$ cat config.mk
export PLATFORM = sky130hd
export DESIGN_NAME = fpl_ctrl
export DESIGN_NICKNAME = d
export VERILOG_FILES = /design/src/core/fpl_pkg.sv /design/src/core/fpl_ctrl.sv /design/src/core/fpl_blink.sv
export VERILOG_INCLUDE_DIRS = /design/src /design/src/core
export SDC_FILE = /design/constraint.sdc
export NUM_CORES = 1
export LEC_CHECK = 0
export ABC_AREA = 1
export BUFFER_PORTS_ARGS = -buffer_cell sky130_fd_sc_hd__buf_2
export CELL_PAD_IN_SITES_DETAIL_PLACEMENT = 1
export CELL_PAD_IN_SITES_GLOBAL_PLACEMENT = 1
export CORE_MARGIN = 5
export CORE_UTILIZATION = 44
export DETAILED_ROUTE_END_ITERATION = 10
export GPL_TIMING_DRIVEN = 0
export PLACE_DENSITY = 0.85
export SYNTH_ARGS = -nofsm -noshare
export SYNTH_HDL_FRONTEND = slang
export SYNTH_SLANG_ARGS = --single-unit
export TNS_END_PERCENT = 30
$ cat constraint.sdc
create_clock -name pclk -period 2.6 [get_ports pclk]
set_clock_uncertainty 0.1 [all_clocks]
set_input_delay 0.26 -clock pclk [delete_from_list [all_inputs] [get_ports pclk]]
set_output_delay 0.26 -clock pclk [all_outputs]
set_load 0.02 [all_outputs]
$ cat src/core/fpl_consts.svh
/*
 * Constants of the front-panel status controller: register offsets, field
 * positions, reset values and blink timing.
 * Assumes a 100 MHz pclk and 32-bit APB word addressing.
 */
`ifndef FPL_CONSTS_SVH
`define FPL_CONSTS_SVH

// ****************************************************************
// Register byte offsets
// ****************************************************************
`define FPL_OFS_CTRL     12'h000
`define FPL_OFS_STATUS   12'h004
`define FPL_OFS_IRQ_STAT 12'h008
`define FPL_OFS_IRQ_MASK 12'h00c
`define FPL_OFS_INPUTS   12'h010

// ****************************************************************
// Control register fields
// ****************************************************************
`define FPL_CTRL_SUPPLY_ON   0
`define FPL_CTRL_STATE_LO    1
`define FPL_CTRL_STATE_HI    2
`define FPL_CTRL_FAN_FAIL    3
`define FPL_CTRL_SW_POWER    4
`define FPL_CTRL_SW_SLEEP    5
`define FPL_CTRL_SW_RESET    6
`define FPL_CTRL_SW_NMI      7
`define FPL_CTRL_RST_VAL     8'h00

// ****************************************************************
// Interrupt status fields
// ****************************************************************
`define FPL_IRQ_GOOD_CHANGE  0
`define FPL_IRQ_AC_LOSS      1
`define FPL_IRQ_FAULT_SET    2
`define FPL_IRQ_WIDTH        3
`define FPL_IRQ_MASK_RST     3'h0

// ****************************************************************
// Timing
// ****************************************************************
`define FPL_CLK_HZ           100000000
`define FPL_SLOW_BLINK_MHZ   1000
`define FPL_FAST_BLINK_MHZ   3300
`define FPL_SLOW_HALF_CYC    ((`FPL_CLK_HZ / 2) / `FPL_SLOW_BLINK_MHZ * 1000)
`define FPL_FAST_HALF_CYC    ((`FPL_CLK_HZ / 2) / `FPL_FAST_BLINK_MHZ * 1000)
`define FPL_GOOD_WAIT_US     500000
`define FPL_GOOD_WAIT_CYC    (`FPL_GOOD_WAIT_US * (`FPL_CLK_HZ / 1000000))

`endif

$ cat src/core/fpl_pkg.sv
/*
 * Types shared by the front-panel status controller.
 * Assumes fpl_consts.svh for all numbers.
 */
package fpl_pkg;

	// System power state as set by software.
	typedef enum logic [1:0] {
		FPL_PST_OFF,
		FPL_PST_ON,
		FPL_PST_SLEEP,
		FPL_PST_RSVD
	} fpl_pstate_e;

	// Power LED patterns.
	typedef enum logic [1:0] {
		FPL_LED_DARK,
		FPL_LED_SOLID,
		FPL_LED_SLOW,
		FPL_LED_FAST
	} fpl_led_e;

	// Supervision of the supply-on request.
	typedef enum {
		FPL_SUP_IDLE,
		FPL_SUP_WAIT,
		FPL_SUP_FAULT,
		FPL_SUP_RUN
	} fpl_sup_e;

endpackage

$ cat src/core/fpl_ctrl.sv
/*
 * Front-panel status controller: power LED patterns, system fault LED,
 * supply-on supervision, power-good interrupts and switch outputs, with an
 * APB register slave.
 * Assumes inputs synchronous to pclk; LED and switch pins are active low.
 */
// The APB register port and the register addresses were chosen for this implementation.
// Overview of operation
// - All LED drive outputs are active low: low lights the LED.
// - Power LED offers off, solid, slow blink and fast blink.
// - On with standby and good: solid; good missing: fast blink; else dark.
// - Sleep with standby, good and supply-on request: slow blink.
// - Compare power-good against the commanded supply-on request.
// - Request on but power-good missing: light the system fault LED.
// - Keep waiting; on power-good clear fault, then release system reset.
// - Power-good change interrupts; on AC loss assert system reset at once.
// - System fault LED shows power fault or fan failure only.
// - Switch outputs are open collector, true when low.
`timescale 1ns/1ps
`default_nettype none
`include "fpl_consts.svh"

module fpl_ctrl #(
	parameter int unsigned SLOW_HALF_CYC = `FPL_SLOW_HALF_CYC,
	parameter int unsigned FAST_HALF_CYC = `FPL_FAST_HALF_CYC,
	parameter int unsigned GOOD_WAIT_CYC = `FPL_GOOD_WAIT_CYC
) (
	// Clock and reset.
	input  wire logic        pclk,
	input  wire logic        presetn,
	// APB slave.
	input  wire logic        psel,
	input  wire logic        penable,
	input  wire logic        pwrite,
	input  wire logic [11:0] paddr,
	input  wire logic [31:0] pwdata,
	output var  logic [31:0] prdata,
	output var  logic        pready,
	output var  logic        pslverr,
	// Supply signals.
	input  wire logic        standby_present,
	input  wire logic        supply_good_input,
	output var  logic        supply_on_request,
	// System control.
	output var  logic        system_reset,
	output var  logic        irq,
	// Front-panel LEDs, active low.
	output var  logic        power_led_n,
	output var  logic        system_fault_indicator_n,
	// Switch outputs, open collector, true when low.
	output var  logic        sw_power_o,
	output var  logic        sw_power_oe,
	output var  logic        sw_sleep_o,
	output var  logic        sw_sleep_oe,
	output var  logic        sw_reset_o,
	output var  logic        sw_reset_oe,
	output var  logic        sw_nmi_o,
	output var  logic        sw_nmi_oe
);

	// ****************************************************************
	// Declarations
	// ****************************************************************
	logic [7:0]                 ctrl_r, ctrl_nxt;
	logic [`FPL_IRQ_WIDTH-1:0]  ist_r, ist_nxt;
	logic [`FPL_IRQ_WIDTH-1:0]  imask_r, imask_nxt;
	logic [31:0]                prdata_r, prdata_nxt;
	logic                       pready_r, pready_nxt;
	logic                       pslverr_r, pslverr_nxt;
	logic                       good_d_r, stby_d_r;
	fpl_pkg::fpl_sup_e          sup_r, sup_nxt;
	logic [31:0]                wait_r, wait_nxt;
	logic                       pfault_r, pfault_nxt;
	logic                       sysrst_r, sysrst_nxt;
	fpl_pkg::fpl_led_e          pat;
	fpl_pkg::fpl_pstate_e       pst;
	logic                       pled_r, pled_nxt;
	logic                       pled_n_r, fled_n_r;
	logic                       irq_r;
	logic [3:0]                 sw_r;
	logic                       slow_ph, fast_ph;
	logic                       wr_acc, rd_acc, addr_ok;
	logic                       good_chg, ac_loss;
	logic [`FPL_IRQ_WIDTH-1:0]  ev;

	// Decode one register offset against the bus address.
	function automatic logic hit(input logic [11:0] a, input logic [11:0] ofs);
		hit = (a == ofs);
	endfunction

	// ****************************************************************
	// Blink dividers
	// ****************************************************************

	// Free-running dividers give the slow and fast blink phases.
	fpl_blink #(.HALF_CYC(SLOW_HALF_CYC)) u_slow (
		.pclk    (pclk),
		.presetn (presetn),
		.phase   (slow_ph)
	);
	fpl_blink #(.HALF_CYC(FAST_HALF_CYC)) u_fast (
		.pclk    (pclk),
		.presetn (presetn),
		.phase   (fast_ph)
	);

	// ****************************************************************
	// APB slave
	// ****************************************************************
	assign addr_ok = hit(paddr, `FPL_OFS_CTRL) | hit(paddr, `FPL_OFS_STATUS) |
	                 hit(paddr, `FPL_OFS_IRQ_STAT) | hit(paddr, `FPL_OFS_IRQ_MASK) |
	                 hit(paddr, `FPL_OFS_INPUTS);
	// Writes land at the edge that completes the transfer, where pready is seen high.
	assign wr_acc  = psel & penable & pwrite & pready_r;
	assign rd_acc  = psel & penable & ~pwrite & ~pready_r;

	// Edge events from the supply inputs.
	assign good_chg = supply_good_input ^ good_d_r;
	assign ac_loss  = good_d_r & ~supply_good_input & ctrl_r[`FPL_CTRL_SUPPLY_ON];
	assign ev       = {sup_r == fpl_pkg::FPL_SUP_WAIT && sup_nxt == fpl_pkg::FPL_SUP_FAULT,
	                   ac_loss, good_chg};

	// Register writes, sticky status with set winning over clear, read mux.
	always_comb begin
		ctrl_nxt    = ctrl_r;
		imask_nxt   = imask_r;
		ist_nxt     = ist_r;
		prdata_nxt  = 32'h0;
		pready_nxt  = psel & penable & ~pready_r;
		pslverr_nxt = psel & penable & ~pready_r & ~addr_ok;
		if (wr_acc && hit(paddr, `FPL_OFS_CTRL)) begin
			ctrl_nxt = pwdata[7:0];
		end
		if (wr_acc && hit(paddr, `FPL_OFS_IRQ_MASK)) begin
			imask_nxt = pwdata[`FPL_IRQ_WIDTH-1:0];
		end
		if (wr_acc && hit(paddr, `FPL_OFS_IRQ_STAT)) begin
			ist_nxt = ist_r & ~pwdata[`FPL_IRQ_WIDTH-1:0];
		end
		ist_nxt = ist_nxt | ev;
		if (rd_acc) begin
			case (1'b1)
				hit(paddr, `FPL_OFS_CTRL):     prdata_nxt = {24'h0, ctrl_r};
				hit(paddr, `FPL_OFS_STATUS):   prdata_nxt = {27'h0, sysrst_r, pfault_r,
				                                             pled_r, pat};
				hit(paddr, `FPL_OFS_IRQ_STAT): prdata_nxt = {29'h0, ist_r};
				hit(paddr, `FPL_OFS_IRQ_MASK): prdata_nxt = {29'h0, imask_r};
				hit(paddr, `FPL_OFS_INPUTS):   prdata_nxt = {30'h0, supply_good_input,
				                                             standby_present};
				default:                       prdata_nxt = 32'h0;
			endcase
		end
	end

	// ****************************************************************
	// Supply-on supervision
	// ****************************************************************

	// Watch power-good against the commanded request; flag and recover faults.
	always_comb begin
		sup_nxt    = sup_r;
		wait_nxt   = wait_r;
		pfault_nxt = pfault_r;
		sysrst_nxt = sysrst_r;
		case (sup_r)
			fpl_pkg::FPL_SUP_IDLE: begin
				sysrst_nxt = 1'b1;
				if (ctrl_r[`FPL_CTRL_SUPPLY_ON]) begin
					sup_nxt  = fpl_pkg::FPL_SUP_WAIT;
					wait_nxt = 32'h0;
				end
			end
			fpl_pkg::FPL_SUP_WAIT: begin
				wait_nxt = wait_r + 32'h1;
				if (!ctrl_r[`FPL_CTRL_SUPPLY_ON]) begin
					sup_nxt = fpl_pkg::FPL_SUP_IDLE;
				end else if (good_d_r) begin
					sup_nxt = fpl_pkg::FPL_SUP_RUN;
				end else if (wait_r >= GOOD_WAIT_CYC - 1) begin
					sup_nxt    = fpl_pkg::FPL_SUP_FAULT;
					pfault_nxt = 1'b1;
				end
			end
			fpl_pkg::FPL_SUP_FAULT: begin
				if (!ctrl_r[`FPL_CTRL_SUPPLY_ON]) begin
					sup_nxt = fpl_pkg::FPL_SUP_IDLE;
				end else if (good_d_r) begin
					pfault_nxt = 1'b0;
					sup_nxt    = fpl_pkg::FPL_SUP_WAIT;
					wait_nxt   = 32'h0;
				end
			end
			fpl_pkg::FPL_SUP_RUN: begin
				sysrst_nxt = 1'b0;
				if (!ctrl_r[`FPL_CTRL_SUPPLY_ON] || !good_d_r) begin
					sysrst_nxt = 1'b1;
					sup_nxt    = fpl_pkg::FPL_SUP_IDLE;
				end
			end
			default: sup_nxt = fpl_pkg::FPL_SUP_IDLE;
		endcase
		if (!ctrl_r[`FPL_CTRL_SUPPLY_ON]) begin
			pfault_nxt = 1'b0;
		end
	end

	// ****************************************************************
	// Power LED pattern
	// ****************************************************************
	assign pst = fpl_pkg::fpl_pstate_e'(ctrl_r[`FPL_CTRL_STATE_HI:`FPL_CTRL_STATE_LO]);

	// Pick the pattern from state, standby, power-good and request.
	always_comb begin
		pat = fpl_pkg::FPL_LED_DARK;
		case (pst)
			fpl_pkg::FPL_PST_ON: begin
				if (stby_d_r && good_d_r) begin
					pat = fpl_pkg::FPL_LED_SOLID;
				end else if (stby_d_r) begin
					pat = fpl_pkg::FPL_LED_FAST;
				end
			end
			fpl_pkg::FPL_PST_SLEEP: begin
				if (stby_d_r && good_d_r && ctrl_r[`FPL_CTRL_SUPPLY_ON]) begin
					pat = fpl_pkg::FPL_LED_SLOW;
				end
			end
			default: pat = fpl_pkg::FPL_LED_DARK;
		endcase
		case (pat)
			fpl_pkg::FPL_LED_SOLID: pled_nxt = 1'b1;
			fpl_pkg::FPL_LED_SLOW:  pled_nxt = slow_ph;
			fpl_pkg::FPL_LED_FAST:  pled_nxt = fast_ph;
			default:                pled_nxt = 1'b0;
		endcase
	end

	// ****************************************************************
	// State registers
	// ****************************************************************

	// Register all state and outputs.
	always_ff @(posedge pclk or negedge presetn) begin
		if (!presetn) begin
			ctrl_r    <= `FPL_CTRL_RST_VAL;
			imask_r   <= `FPL_IRQ_MASK_RST;
			ist_r     <= '0;
			prdata_r  <= 32'h0;
			pready_r  <= 1'b0;
			pslverr_r <= 1'b0;
			good_d_r  <= 1'b0;
			stby_d_r  <= 1'b0;
			sup_r     <= fpl_pkg::FPL_SUP_IDLE;
			wait_r    <= 32'h0;
			pfault_r  <= 1'b0;
			sysrst_r  <= 1'b1;
			pled_r    <= 1'b0;
			pled_n_r  <= 1'b1;
			fled_n_r  <= 1'b1;
			irq_r     <= 1'b0;
			sw_r      <= 4'h0;
		end else begin
			ctrl_r    <= ctrl_nxt;
			imask_r   <= imask_nxt;
			ist_r     <= ist_nxt;
			prdata_r  <= prdata_nxt;
			pready_r  <= pready_nxt;
			pslverr_r <= pslverr_nxt;
			good_d_r  <= supply_good_input;
			stby_d_r  <= standby_present;
			sup_r     <= sup_nxt;
			wait_r    <= wait_nxt;
			pfault_r  <= pfault_nxt;
			sysrst_r  <= sysrst_nxt;
			pled_r    <= pled_nxt;
			pled_n_r  <= ~pled_nxt;
			fled_n_r  <= ~(pfault_nxt | ctrl_nxt[`FPL_CTRL_FAN_FAIL]);
			irq_r     <= |(ist_nxt & imask_nxt);
			sw_r      <= ctrl_nxt[`FPL_CTRL_SW_NMI:`FPL_CTRL_SW_POWER];
		end
	end

	// ****************************************************************
	// Outputs
	// ****************************************************************
	assign prdata                   = prdata_r;
	assign pready                   = pready_r;
	assign pslverr                  = pslverr_r;
	assign supply_on_request        = ctrl_r[`FPL_CTRL_SUPPLY_ON];
	assign system_reset             = sysrst_r;
	assign irq                      = irq_r;
	assign power_led_n              = pled_n_r;
	assign system_fault_indicator_n = fled_n_r;
	// Open collector: drive low only while the switch is pressed.
	assign sw_power_o               = 1'b0;
	assign sw_power_oe              = sw_r[0];
	assign sw_sleep_o               = 1'b0;
	assign sw_sleep_oe              = sw_r[1];
	assign sw_reset_o               = 1'b0;
	assign sw_reset_oe              = sw_r[2];
	assign sw_nmi_o                 = 1'b0;
	assign sw_nmi_oe                = sw_r[3];

endmodule

`default_nettype wire

$ cat src/core/fpl_blink.sv
/*
 * Square-wave divider producing a toggling phase at a set half period.
 * Assumes a free-running clock and asynchronous active-low reset.
 */
`timescale 1ns/1ps
`default_nettype none

module fpl_blink #(
	parameter int unsigned HALF_CYC = 50000000
) (
	// Clock and reset.
	input  wire logic pclk,
	input  wire logic presetn,
	// Phase output, about 50 percent duty.
	output var  logic phase
);

	logic [31:0] cnt_r;
	logic [31:0] cnt_nxt;
	logic        ph_r;
	logic        ph_nxt;

	// Count to the half period, then flip the phase.
	always_comb begin
		cnt_nxt = cnt_r + 32'h1;
		ph_nxt  = ph_r;
		if (cnt_r >= HALF_CYC - 1) begin
			cnt_nxt = 32'h0;
			ph_nxt  = ~ph_r;
		end
	end

	// Register the divider.
	always_ff @(posedge pclk or negedge presetn) begin
		if (!presetn) begin
			cnt_r <= 32'h0;
			ph_r  <= 1'b0;
		end else begin
			cnt_r <= cnt_nxt;
			ph_r  <= ph_nxt;
		end
	end

	assign phase = ph_r;

endmodule

`default_nettype wire

Yosys cells after proc, flatten, opt, wreduce, memory -nomap -nowiden. Cells that the tools add are included.

$add $sub $neg: 3. $mul: 0. Div/mod/pow operators: 0. Magnitude comparators: 3. Equal/unequal tests: 17. Shift-type cells: 0. Muxes and demuxes: 35. Bitwise operators: 27. Reduce and logical (&&, ||, !) cells: 15.

Operators by type and width (number): 32-bit two-way mux (12); 32-bit one-hot mux with 4 select lines (1); 32-bit by 1-bit adder with 32-bit output, second input constant (3); 32-bit by 2-bit equality test with 1-bit output, second input constant (3); 32-bit one-hot mux with 3 select lines (1); 32-bit by 26-bit greater-or-equal comparator with 1-bit output, second input constant (2); 32-bit by 1-bit equality test with 1-bit output, second input constant (1); 32-bit by 3-bit equality test with 1-bit output, second input constant (1); 32-bit by 24-bit greater-or-equal comparator with 1-bit output, second input constant (1); 32-bit zero test (1); 12-bit by 4-bit equality test with 1-bit output, second input constant (2); 8-bit two-way mux (3); 12-bit by 3-bit equality test with 1-bit output, second input constant (1); 12-bit by 5-bit equality test with 1-bit output, second input constant (1); 12-bit zero test (1); 3-bit two-way mux (4); 1-bit AND (9); 2-bit two-way mux (4); 1-bit NOT (8); 3-bit AND (2); 2-bit equality test, second input constant (3); 1-bit logical AND (6); 2-bit != test, second input constant (3); 1-bit two-way mux (5); other kinds (15) (22).

Register bits: 190. Bits in latches: 0. RAM bits: 0. Memory bits (read-only): 0. Output and inout port bits: 47. Logic and storage cells: 122. Memories: 0.

Logic depth before layout (Yosys ltp). Gate-level depths: netlist of the first run.

Depth after elaboration: 10. Gate-level depth with buffers: 15.

Cells and area by module. Synthesis of the first run repeated with hierarchy kept, for this count alone.

Cells, all modules: 1126. Area, all modules: 8774.7 um2.

By module, submodules not included: fpl_ctrl (instances 1, cells each 670, area each 5165.0 um2, sequential area each 2406.1 um2); fpl_blink (u_slow) (instances 1, cells each 237, area each 1865.5 um2, sequential area each 825.8 um2); fpl_blink (u_fast) (instances 1, cells each 219, area each 1744.2 um2, sequential area each 825.8 um2).

Least setup slack after synthesis of the first run. OpenSTA, ideal clock, no wires.

Path type: register to register. Start: register u_fast.cnt_r[0]. End: register u_fast.cnt_r[22]. Library setup time: 0.121 ns. Arrival time: 1.591 ns. Data required time: 2.379 ns. Setup slack: 0.788 ns. Cell stages (with the launch flop): 13. Buffers on the path: 0. Clock period less this slack: 1.812 ns. Cells stage by stage: dfrtp_1 > ha_1 > nand2_1 > nor2_4 > nand3_2 > nor2_2 > nand2_2 > nor2_4 > nand2_2 > nor2_4 > nand3_1 > o21ai_1 > a21oi_1.

Longest elaborated chain between the ends: 2. Elaborated cells between the ends (all ways): 3.

Ends and longest elaborated chain: start, declared (RTL line fpl_blink.sv:18) `logic [31:0] cnt_r;`; start signal, assigned (RTL line fpl_blink.sv:39) `cnt_r <= cnt_nxt;`; 32-bit by 1-bit adder with 32-bit output or 32-bit by 24-bit greater-or-equal comparator with 1-bit output (tied branches) (RTL line fpl_blink.sv:25, fpl_blink.sv:27); 32-bit two-way mux * (RTL line fpl_blink.sv:27) `if (cnt_r >= HALF_CYC - 1) begin`; named net u_fast.cnt_nxt[22] (RTL line fpl_blink.sv:19) `logic [31:0] cnt_nxt;`.

The timed path passes the listed nets; every way through them passes the cells marked *. A chain may end at the register's enable or synchronous reset.

Final worst setup path of the first run.
Start: register u_slow.cnt_r[0]. End: register u_slow.cnt_r[18].

Longest elaborated chain between the ends: 2. Elaborated cells between the ends (all ways): 3.

Ends and longest elaborated chain (RTL line): start, declared (fpl_blink.sv:18); start signal, assigned (fpl_blink.sv:39); 32-bit by 1-bit adder with 32-bit output or 32-bit by 26-bit greater-or-equal comparator with 1-bit output (tied branches) (fpl_blink.sv:25, fpl_blink.sv:27); 32-bit two-way mux * (fpl_blink.sv:27); named net u_slow.cnt_nxt[18] (fpl_blink.sv:19).

Marked as above.

==> impl_metrics.py, run 1 <==
metrics = {
    "run_status": {
        "status": "complete, no violations",
    },
    "sta": {
        "rsz0062_at_grt": "no",
        "slew_headroom": 0.499,
        "fmax_mhz": 432,
        "tightest_slew_ns": 0.745,
        "setup_viol": 0,
        "setup-tns-final_ns": 0,
        "hold_viol": 0,
        "setup_ws_ns": 0.285,
        "slew_violations": 0,
        "min_period_ns": 2.32,
        "fin_hold_ws_ns": 0.0286,
        "min_period_over_period": 0.890,
    },
    "detailed_routing": {
        "num_vias": 6391,
        "avgViaCountPerCell": 4.98,
        "firstDrtPassIters": 4,
        "wl_mm": 20.2,
        "drt-initial-drc-count": 350,
        "drc_errors": 0,
        "wire_per_inst_um": 15.7,
        "antenna_left": 0,
    },
    "power_and_ir_drop": {
        "vdd_drop_max_mv": 0.654,
        "p_leak_nw": 4.26,
        "power_mw": 5.16,
        "power_density_nw_per_um2": 547,
    },
    "place": {
        "place_inst": 1243,
        "dp_hpwl_mm": 14.4,
        "numPortBuffers": 45,
        "place_congestion": 0.834,
        "place_area_um2": 8790,
        "dp_slack_ns": 0.316,
    },
    "synth": {
        "yosysSeqAreaShare": 0.509,
        "synth_area_um2": 7980,
        "syn_inst": 897,
        "netlist-cell-type-count": 51,
        "yosys_most_used_dff": "dfrtp_1",
        "async_reset_ff_frac": 1.00,
        "synth_warnings": 0,
        "synth.ff_latch_count": 162,
        "syn_avg_cell_area_um2": 8.89,
        "synth-edff-count": 0,
    },
    "floorplanning": {
        "pin_count": 98,
        "die_y_um": 145,
        "initial_utilization": 0.445,
        "coreArea_um2": 17900,
        "die_w_um": 145,
        "rows": 49,
        "design.die.area_um2": 20900,
    },
    "layout": {
        "nNetsFinal": 1098,
        "layout.cells.non_filler": 1283,
        "area_growth_pct": 18.1,
        "drive_gt1_frac": 0.168,
        "final_area_um2": 9420,
        "final_util": 0.526,
        "diodes": 0,
    },
    "run": {
        "cap_violations": 0,
    },
    "clock_tree": {
        "cts_buffers": 17,
        "cts_setup_buffers": 0,
        "cts-root-buf": "clkbuf_16",
        "cts_tree": "done",
        "htree_num_levels": 4,
        "cts_max_path_buffers": 2,
        "clk_pin_slew_ns": 0.07,
        "clkLatencyLatePin_ns": 0.43,
        "clock-sinks": 162,
    },
    "grt": {
        "grt_pass1_wl_mm": 33.3,
        "grt_overflow": 0,
        "first_global_vias": 6894,
        "grt.total_usage": 0.202,
        "grt_max_degree": 90,
        "antenna_found_initial": 0,
    },
    "setup_path": {
        "crit_arrival_ns": 2.52,
        "r2r-start": "u_slow.cnt_r[0]$_DFF_PN0_",
        "r2r_slack_ns": 0.28,
        "worst-r2r-cell-count": 9,
        "rr_endpoint": "u_slow.cnt_r[18]$_DFF_PN0_",
        "endpoint_kind": "flop",
        "cp_max_fo": 10,
        "crit_type": "flop to flop",
        "setup.worst_path.start_class": "flop",
        "worstPathRequired_ns": 2.81,
        "critPathLaunch": "u_slow.cnt_r[0]$_DFF_PN0_",
    },
    "worst_hold_path": {
        "hold-path-cell-count": 2,
        "min_to": "ctrl_r[3]$_DFF_PN0_",
        "min-delay-start": "pwdata[3]",
        "hold_path_class": "input port to flop",
    },
}
## cell type report
| type | instances | area [um2] |
|---|---|---|
| buffer | 40 | 287 |
| clock buffer | 19 | 443 |
| clock inverter | 13 | 103 |
| fill | 2170 | 8490 |
| inverter | 105 | 395 |
| multi-input combinational | 661 | 3500 |
| sequential | 162 | 4060 |
| tap | 229 | 287 |
| timing repair buffer | 54 | 343 |
## state kept, by name (all words and copies together) (netlist names), 3 cells and up
signal / flops
prdata: 8
wait_r: 32
u_slow.cnt_r: 32
sup_r: 32
u_fast.cnt_r: 32
ctrl_r: 5
ist_r: 3
imask_r: 3
sw_r: 3
## Yosys cell counts, types with 5 or more instances
library cell	instances	share of area
a21oi_1	20	0.013
buf_4	28	0.026
clkbuf_1	5	0.0024
dfrtp_1	159	0.50
ha_1	6	0.0094
inv_1	100	0.047
nand2_1	158	0.074
nand2_2	9	0.0071
nand3_1	36	0.023
nand3_2	5	0.0063
nand4_1	23	0.018
nor2_1	121	0.057
nor2_2	13	0.010
nor2_4	9	0.013
nor3_1	35	0.022
nor3b_1	8	0.0075
nor4_1	13	0.010
o21ai_0	20	0.013
o22ai_1	16	0.013
o22ai_2	10	0.016
xor2_1	46	0.051
## how the worst max path moves through the flow
| stage | to | slack, ns | cells past startpoint |
|---|---|---|---|
| 2_1_floorplan | u_fast.cnt_r[22]$_DFF_PN0_ | 0.79 | 12 |
| 3_3_place_gp | u_fast.cnt_r[19]$_DFF_PN0_ | -1.27 | 1 |
| 3_5_place_dp | u_slow.cnt_r[18]$_DFF_PN0_ | 0.32 | 9 |
| 6_report | u_slow.cnt_r[18]$_DFF_PN0_ | 0.28 | 9 |
| 5_1_grt | u_slow.cnt_r[18]$_DFF_PN0_ | 0.03 | 9 |
| 4_1_cts | u_slow.cnt_r[18]$_DFF_PN0_ | 0.24 | 9 |
## cells by family after synthesis
kind of cell	count (synthesis)	synth area share
adder cells (fa/ha/maj)	6	0.00941
buffers and inverters	145	0.0855
other	1	0.000470
multiplexers	5	0.00706
AO/OA/AOI/OAI	87	0.0726
XOR/XNOR	49	0.0538
flip-flops	162	0.509
AND/OR/NAND/NOR	442	0.262
## per-layer routing
layer | vias up | GRT usage | routed length, um
met5 | - | 0 | 0
met4 | 0 | 0.0540 | 298
met3 | 24 | 0.0430 | 851
met2 | 105 | 0.345 | 10100
met1 | 3141 | 0.261 | 8900
li1 | 3121 | - | -
## cells in the final DEF, fill, tap and decap left out, types with 5 or more instances in the layout
cell             n
xor2_1          46
clkinvlp_4       6
clkbuf_1         6
ha_1             6
nor4_1          13
nand3_2          5
nor2_4           9
buf_4           28
nand4_1         23
dfrtp_1        159
buf_2           48
o22ai_1         16
nand2_1        158
o22ai_2         10
nand2_2          9
inv_1          100
inv_6            5
nand3_1         36
clkbuf_16       17
o21ai_0         20
dlygate4sd3_1    8
nor3_1          35
nor3b_1          8
nor2_1         121
nor2_2          13
a21oi_1         20
conb_1          72
## report_power, final
group | total [mW] | switching [mW] | leakage [nW] | internal (mW)
Combinational | 0.224 | 0.151 | 1.89 | 0.0729
Sequential | 2.59 | 0.0232 | 2.13 | 2.57
Clock | 2.34 | 1.08 | 0.249 | 1.26
## critical path: stages (launching register included)
cell and delay, ns:
dfrtp_1 0.39, ha_1 0.22, nand3_2 0.12, nor3_2 0.28
nor4_1 0.11, nor2_1 0.15, nand3_1 0.09, nand2_1 0.32
buf_2 0.33, nor2_1 0.09
## what timing repair did
action	CTS	global route
endpoints found under the setup margin	0	0
gates resized for setup	0	0
endpoints found under the hold margin	94	0
hold buffers	8	0
(Power assumes the default switching activity.)
==> inputs of run 2 (changes only) <==
--- a/config.mk
+++ b/config.mk
@@ -6,12 +6,12 @@
 export SDC_FILE = /design/constraint.sdc
 export NUM_CORES = 1
 export LEC_CHECK = 0
-export ABC_AREA = 1
-export BUFFER_PORTS_ARGS = -buffer_cell sky130_fd_sc_hd__buf_2
+export ABC_AREA = 0
+export BUFFER_PORTS_ARGS = -buffer_cell sky130_fd_sc_hd__buf_4
 export CELL_PAD_IN_SITES_DETAIL_PLACEMENT = 1
 export CELL_PAD_IN_SITES_GLOBAL_PLACEMENT = 1
-export CORE_MARGIN = 5
-export CORE_UTILIZATION = 44
+export CORE_MARGIN = 8
+export CORE_UTILIZATION = 45
 export DETAILED_ROUTE_END_ITERATION = 10
 export GPL_TIMING_DRIVEN = 0
 export PLACE_DENSITY = 0.85
==> run 2 against run 1 <==
Net effect: design area decreased by 5.0%; count of clock-buffer cells in the layout decreased by 1; first-iteration DRC count decreased by 3.1%; via count decreased by 8.9%; fmax decreased by 7.8%; critical path depth decreased by 2; non-clock buffer count increased by 14; worst setup slack got worse by 0.20 ns; sequential share of layout area increased by 2.3 points; hold slack improved by 0.078 ns; critical path type unchanged; critical endpoint is now wait_r[21]$_DFFE_PN0P_.
==> impl_metrics.py, run 2 <==
metrics = {
    "floorplanning": {
        "pin_count": 98,
        "die_y_um": 143,
        "coreArea_um2": 15900,
        "die_w_um": 143,
        "initial_utilization": 0.459,
        "rows": 46,
        "design.die.area_um2": 20500,
    },
    "synth": {
        "synth_warnings": 0,
        "synth_top_area_cell": "dfrtp_1",
        "synth_top_area_frac": 0.546,
        "async_reset_ff_frac": 1.00,
        "synth-simple-area-share": 0.197,
        "muxShareOfSynthArea": 0.0211,
        "synth-edff-count": 0,
        "synthXorXnorAreaFrac": 0.0540,
        "synth-compound-area-share": 0.112,
        "synth.ff_latch_count": 162,
        "synth_area_um2": 7290,
        "yosysMostFrequentCell": "dfrtp_1",
        "yosysSeqAreaShare": 0.556,
        "syn_avg_cell_area_um2": 10.4,
        "yosys_most_used_dff": "dfrtp_1",
        "synthAdderAreaFrac": 0.0103,
        "syn_inst": 700,
        "synth_top_family_by_area": "simple AND/OR/NAND/NOR gates",
        "synth_area_leaders": "dfrtp_1 55%, nor2_1 4.5%, xor2_1 3.4%",
        "synthTopCellsByCount": "159 x dfrtp_1, 87 x nor2_1, 46 x nand2_1",
        "netlist-cell-type-count": 62,
    },
    "setup_path": {
        "cp_num_buf_inv": 2,
        "worst-r2r-cell-count": 7,
        "worstPathRequired_ns": 2.80,
        "crit_chain": "nor4_2, nand4_1, or4b_1, buf_2, clkbuf_2, o21ai_0, o31ai_1",
        "r2r-start": "sup_r[16]$_DFF_PN0_",
        "slowest_delay_ns": 0.61,
        "cp_top_family": "simple AND/OR/NAND/NOR gates",
        "rr_endpoint": "wait_r[21]$_DFFE_PN0P_",
        "crit_type": "flop to flop",
        "cp_max_fo": 10,
        "cp_slowest_cell": "or4b_1",
        "r2r_slack_ns": 0.09,
        "setup.worst_path.start_class": "flop",
        "endpoint_kind": "flop",
        "crit_arrival_ns": 2.71,
    },
    "layout": {
        "seq_area_um2": 4060,
        "final_common_cell": "dfrtp_1",
        "diodes": 0,
        "multi_input_area_um2": 3200,
        "layout_common_cells": "159 x dfrtp_1, 87 x nor2_1, 74 x buf_4, 72 x conb_1, 45 x nand2_1",
        "drive_gt1_frac": 0.179,
        "area_growth_pct": 22.7,
        "nNetsFinal": 906,
        "nFillCells": 1768,
    },
    "clock_tree": {
        "clk_pin_slew_ns": 0.06,
        "cts_tree": "done",
        "clkLatencyLatePin_ns": 0.43,
        "htree_num_levels": 4,
        "cts_buffers": 17,
        "cts_max_path_buffers": 2,
        "clock-sinks": 162,
        "cts-root-buf": "clkbuf_16",
    },
    "sta": {
        "slew_violations": 0,
        "slew_headroom": 0.521,
        "min_period_ns": 2.51,
        "min_period_over_period": 0.966,
        "setup-tns-final_ns": 0,
        "hold_viol": 0,
        "fmax_mhz": 398,
        "setup_viol": 0,
        "tightest_slew_ns": 0.713,
        "rsz0062_at_grt": "yes",
    },
    "detailed_routing": {
        "wire_per_inst_um": 18.6,
        "num_vias": 5823,
        "antenna_left": 0,
        "avgViaCountPerCell": 5.41,
        "drc_errors": 0,
        "wl_mm": 20.0,
        "firstDrtPassIters": 4,
        "drt-initial-drc-count": 339,
    },
    "grt": {
        "grt_pass1_wl_mm": 32.7,
        "busiest_layer": "met2",
        "met1_usage": 0.225,
        "grtUsageMet2": 0.362,
        "use_met3": 0.0478,
        "grt.total_usage": 0.202,
        "grt_overflow": 0,
        "first_global_vias": 6477,
        "grt_max_degree": 95,
        "antenna_found_initial": 0,
    },
    "power_and_ir_drop": {
        "p_leak_nw": 3.98,
        "power_mw": 5.20,
        "power_density_nw_per_um2": 581,
        "vdd_drop_max_mv": 0.400,
    },
    "worst_hold_path": {
        "min_to": "pready$_DFF_PN0_",
        "hold-path-cell-count": 3,
        "min-delay-start": "psel",
        "hold_path_class": "input port to flop",
    },
    "place": {
        "place_congestion": 0.858,
        "numPortBuffers": 45,
        "dp_hpwl_mm": 13.0,
    },
    "run": {
        "cap_violations": 0,
    },
    "run_status": {
        "status": "complete, no violations",
    },
}
run 2: worst register-to-register path, stage by stage, from the launching register on:
cell and delay, ns:
dfrtp_1 0.38, nor4_2 0.33, nand4_1 0.17, or4b_1 0.61
buf_2 0.23, clkbuf_2 0.22, o21ai_0 0.23, o31ai_1 0.12
run 2: metal layers:
layer | share of wire | up-vias | routed length [um]
met5 | 0 | - | 0
met4 | 0.027 | 0 | 539
met3 | 0.046 | 47 | 918
met2 | 0.53 | 125 | 10600
met1 | 0.40 | 2954 | 7980
li1 | - | 2697 | -
run 2: cell families after synthesis:
kind of cell | after synthesis
AO/OA/AOI/OAI | 130
XOR/XNOR | 45
adder cells (fa/ha/maj) | 6
buffers and inverters | 65
flip-flops | 162
multiplexers | 13
other | 1
AND/OR/NAND/NOR | 278
run 2: worst max path at each step:
| stage | endpoint | slack [ns] | startpoint | cells after the start |
|---|---|---|---|---|
| 6_report | wait_r[21]$_DFFE_PN0P_ | 0.09 | sup_r[16]$_DFF_PN0_ | 7 |
| 5_1_grt | u_slow.cnt_r[19]$_DFF_PN0_ | -0.04 | u_slow.cnt_r[0]$_DFF_PN0_ | 7 |
| 4_1_cts | wait_r[21]$_DFFE_PN0P_ | 0.01 | sup_r[4]$_DFF_PN0_ | 6 |
| 3_5_place_dp | u_fast.cnt_r[5]$_DFF_PN0_ | -0.26 | u_fast.cnt_r[0]$_DFF_PN0_ | 8 |
| 3_3_place_gp | u_fast.cnt_r[5]$_DFF_PN0_ | -0.18 | u_fast.cnt_r[0]$_DFF_PN0_ | 8 |
| 2_1_floorplan | u_fast.cnt_r[10]$_DFF_PN0_ | 0.34 | u_fast.cnt_r[0]$_DFF_PN0_ | 8 |
run 2: cell type report:
| type | instances | area share |
|---|---|---|
| Buffer | 49 | 0.0351 |
| Clock buffer | 18 | 0.0491 |
| Clock inverter | 13 | 0.0129 |
| Inverter | 16 | 0.00671 |
| Multi-Input combinational cell | 544 | 0.357 |
| Sequential cell | 162 | 0.453 |
| Tap cell | 216 | 0.0302 |
| Timing Repair Buffer | 59 | 0.0555 |
run 2: through the flow:
step | hold slack (ns) | util | instances | cell area (um2) | worst slack [ns]
floorplan | -0.136 | - | 771 | 7560 | 0.342
global placement | 0.281 | 0.514 | 1032 | 8170 | -0.184
detailed placement | 0.218 | 0.516 | 1033 | 8200 | -0.257
CTS | 0.0564 | 0.561 | 1076 | 8910 | 0.0111
global route | 0.127 | 0.563 | 1077 | 8950 | -0.0423
finish | 0.107 | 0.563 | 1077 | 8950 | 0.0889
run 2: what timing repair did:
action / CTS / global route
endpoints found under the hold margin: 81 / 0
pin swaps: 2 / 2
hold buffers: 12 / 0
setup endpoints to repair: 38 / 55
resized for setup: 10 / 10
buffers inserted: 0 / 1
run 2: power by group:
part / total (mW) / switching, mW / internal, mW / leakage (nW)
Clock: 2.36 / 1.03 / 1.33 / 0.264
Sequential: 2.60 / 0.0247 / 2.57 / 2.11
Combinational: 0.245 / 0.152 / 0.0925 / 1.60
Total: 5.20 / 1.20 / 3.99 / 3.98
==> inputs of run 3 (changes only) <==
--- a/config.mk
+++ b/config.mk
@@ -11,10 +11,11 @@
 export CELL_PAD_IN_SITES_DETAIL_PLACEMENT = 1
 export CELL_PAD_IN_SITES_GLOBAL_PLACEMENT = 1
 export CORE_MARGIN = 8
-export CORE_UTILIZATION = 45
+export CORE_UTILIZATION = 30
+export CTS_BUF_LIST = sky130_fd_sc_hd__clkbuf_8
 export DETAILED_ROUTE_END_ITERATION = 10
 export GPL_TIMING_DRIVEN = 0
-export PLACE_DENSITY = 0.85
+export PLACE_DENSITY = 0.63
 export SYNTH_ARGS = -nofsm -noshare
 export SYNTH_HDL_FRONTEND = slang
 export SYNTH_SLANG_ARGS = --single-unit
==> run 3 against run 2 <==
Net effect: hold slack better by 0.052 ns; non-clock buffer count grew 6; worst setup slack better by 0.039 ns; highest routed layer unchanged; sequential cell count is the same; count of clock-buffer cells in the layout is the same; critical endpoint is now pfault_r$_DFF_PN0_; die area increased by 44%; combinational power shrank 2%; sequential power about the same.
==> impl_metrics.py, run 3 (synthesis results as in run 2) <==
metrics = {
    "run_status": {
        "status": "complete, no violations",
    },
    "clock_tree": {
        "clkLatencyLatePin_ns": 0.45,
        "htree_num_levels": 4,
        "clk_pin_slew_ns": 0.10,
        "cts_max_path_buffers": 2,
        "clock-sinks": 162,
        "cts_buffers": 17,
        "cts_tree": "done",
        "cts-root-buf": "clkbuf_8",
    },
    "grt": {
        "grt_max_degree": 115,
        "first_global_vias": 5769,
        "grt.total_usage": 0.122,
        "grt_pass1_wl_mm": 29.2,
        "grt_overflow": 0,
        "antenna_found_initial": 0,
    },
    "sta": {
        "min_period_over_period": 0.951,
        "slew_headroom": 0.476,
        "hold_viol": 0,
        "setup_viol": 0,
        "tightest_slew_ns": 0.779,
        "fmax_mhz": 404,
        "slew_violations": 0,
        "min_period_ns": 2.47,
        "rsz0062_at_grt": "yes",
    },
    "setup_path": {
        "crit_type": "flop to flop",
        "worstPathRequired_ns": 2.85,
        "setup.worst_path.start_class": "flop",
        "crit_arrival_ns": 2.72,
        "endpoint_kind": "flop",
        "cp_max_fo": 8,
    },
    "detailed_routing": {
        "antenna_left": 0,
        "wl_mm": 17.2,
        "avgViaCountPerCell": 4.65,
        "num_vias": 5548,
        "wire_per_inst_um": 14.4,
        "drc_errors": 0,
        "firstDrtPassIters": 4,
        "drt-initial-drc-count": 178,
    },
    "place": {
        "place_area_um2": 8340,
        "numPortBuffers": 45,
        "place_congestion": 0.734,
        "dp_hpwl_mm": 11.8,
    },
    "floorplanning": {
        "pin_count": 98,
        "design.die.area_um2": 29600,
        "rows": 57,
        "initial_utilization": 0.303,
        "coreArea_um2": 24100,
        "die_w_um": 172,
        "die_y_um": 172,
    },
    "power_and_ir_drop": {
        "power_density_nw_per_um2": 532,
        "vdd_drop_max_mv": 0.342,
        "p_leak_nw": 3.97,
    },
    "layout": {
        "nNetsFinal": 912,
        "drive_gt1_frac": 0.183,
        "area_growth_pct": 23.7,
        "layout_common_cells": "158 x dfrtp_1, 87 x nor2_1, 79 x buf_4, 72 x conb_1, 46 x nand2_1",
        "multi_input_area_um2": 3200,
        "final_area_um2": 9020,
        "final_util": 0.374,
        "seq_area_um2": 4060,
        "nFillCells": 2824,
        "final_common_cell": "dfrtp_1",
        "diodes": 0,
    },
    "run": {
        "cap_violations": 0,
    },
    "worst_hold_path": {
        "hold_path_class": "input port to flop",
    },
}
[run 3: cell types whose count changed in the layout (fill, tap and decap cells not counted), moves of 2 or more]
cell | before | now
dlygate4sd3_1 | 12 | 15
buf_4 | 74 | 79
bufinv_16 | 1 | 3
o21ai_1 | 8 | 10
clkinvlp_4 | 4 | 0
clkbuf_1 | 7 | 5
clkinv_4 | 4 | 2
o21ai_0 | 39 | 37
clkbuf_16 | 17 | 0
inv_8 | 0 | 2
inv_6 | 0 | 3
clkbuf_8 | 1 | 18
[run 3: through the flow]
step / hold slack (ns) / cells / setup TNS, ns / setup WS [ns] / total power [mW]
after floorplan: -0.136 / 771 / 0 / 0.342 / 2.74
after global placement: 0.289 / 1140 / -9.59 / -0.442 / 2.85
after detailed placement: 0.0927 / 1141 / -12.28 / -0.563 / 2.86
after global routing: 0.162 / 1192 / -0.164 / -0.0401 / 5.01
final: 0.159 / 1192 / 0 / 0.128 / 4.80
after CTS: 0.128 / 1190 / 0 / 0.0205 / 4.88
[run 3: power breakdown]
group	total, mW	internal [mW]	switching, mW
Sequential	2.59	2.57	0.0207
Combinational	0.240	0.0956	0.144
Clock	1.98	0.993	0.984
Total	4.80	3.65	1.15
[run 3: cell type report]
type / instances / area share
repair buffers: 66 / 0.0621
flip-flops and latches: 162 / 0.450
clock inverters: 14 / 0.0194
multi-input cells: 544 / 0.355
plain buffers: 48 / 0.0344
clock buffers: 18 / 0.0275
well taps: 324 / 0.0449
inverters: 16 / 0.00666
[run 3: routing by layer]
layer | up-vias | track usage | routed length, um
li1 | 2708 | - | -
met1 | 2777 | 0.162 | 8220
met2 | 50 | 0.196 | 8300
met3 | 13 | 0.0288 | 533
met4 | 0 | 0.0322 | 164
met5 | - | 0 | 0
[run 3: final timing paths]
kind                            cells after the start                        end  slack, ns                      from
worst min register to register                      1   u_slow.phase$_DFFE_PN0N_       0.37  u_slow.phase$_DFFE_PN0N_
worst max register to register                      5         pfault_r$_DFF_PN0_       0.13    wait_r[11]$_DFFE_PN0P_
worst max-delay path                                5         pfault_r$_DFF_PN0_       0.13    wait_r[11]$_DFFE_PN0P_
max in group asynchronous                           3     wait_r[22]$_DFFE_PN0P_       1.29                   presetn
min in group asynchronous                           2  u_fast.cnt_r[8]$_DFF_PN0_       0.19                   presetn
worst min-delay path                                4         ist_r[1]$_DFF_PN0_       0.16                  paddr[3]
[run 3: what timing repair did]
| item | in CTS | in global routing |
|---|---|---|
| gates resized for setup | 7 | 21 |
| buffers inserted | 2 | 3 |
| cloned | 0 | 0 |
| endpoints found under the hold margin | 66 | 0 |
| pin swaps | 1 | 5 |
| endpoints found under the setup margin | 37 | 55 |
| hold buffers | 15 | 0 |
[run 3: worst max-delay path, stage by stage (launching register included)]
cell,delay (ns)
dfrtp_1,0.48
or4_1,0.56
o311ai_0,0.40
o2111ai_1,0.36
a31o_2,0.34
and2_1,0.15
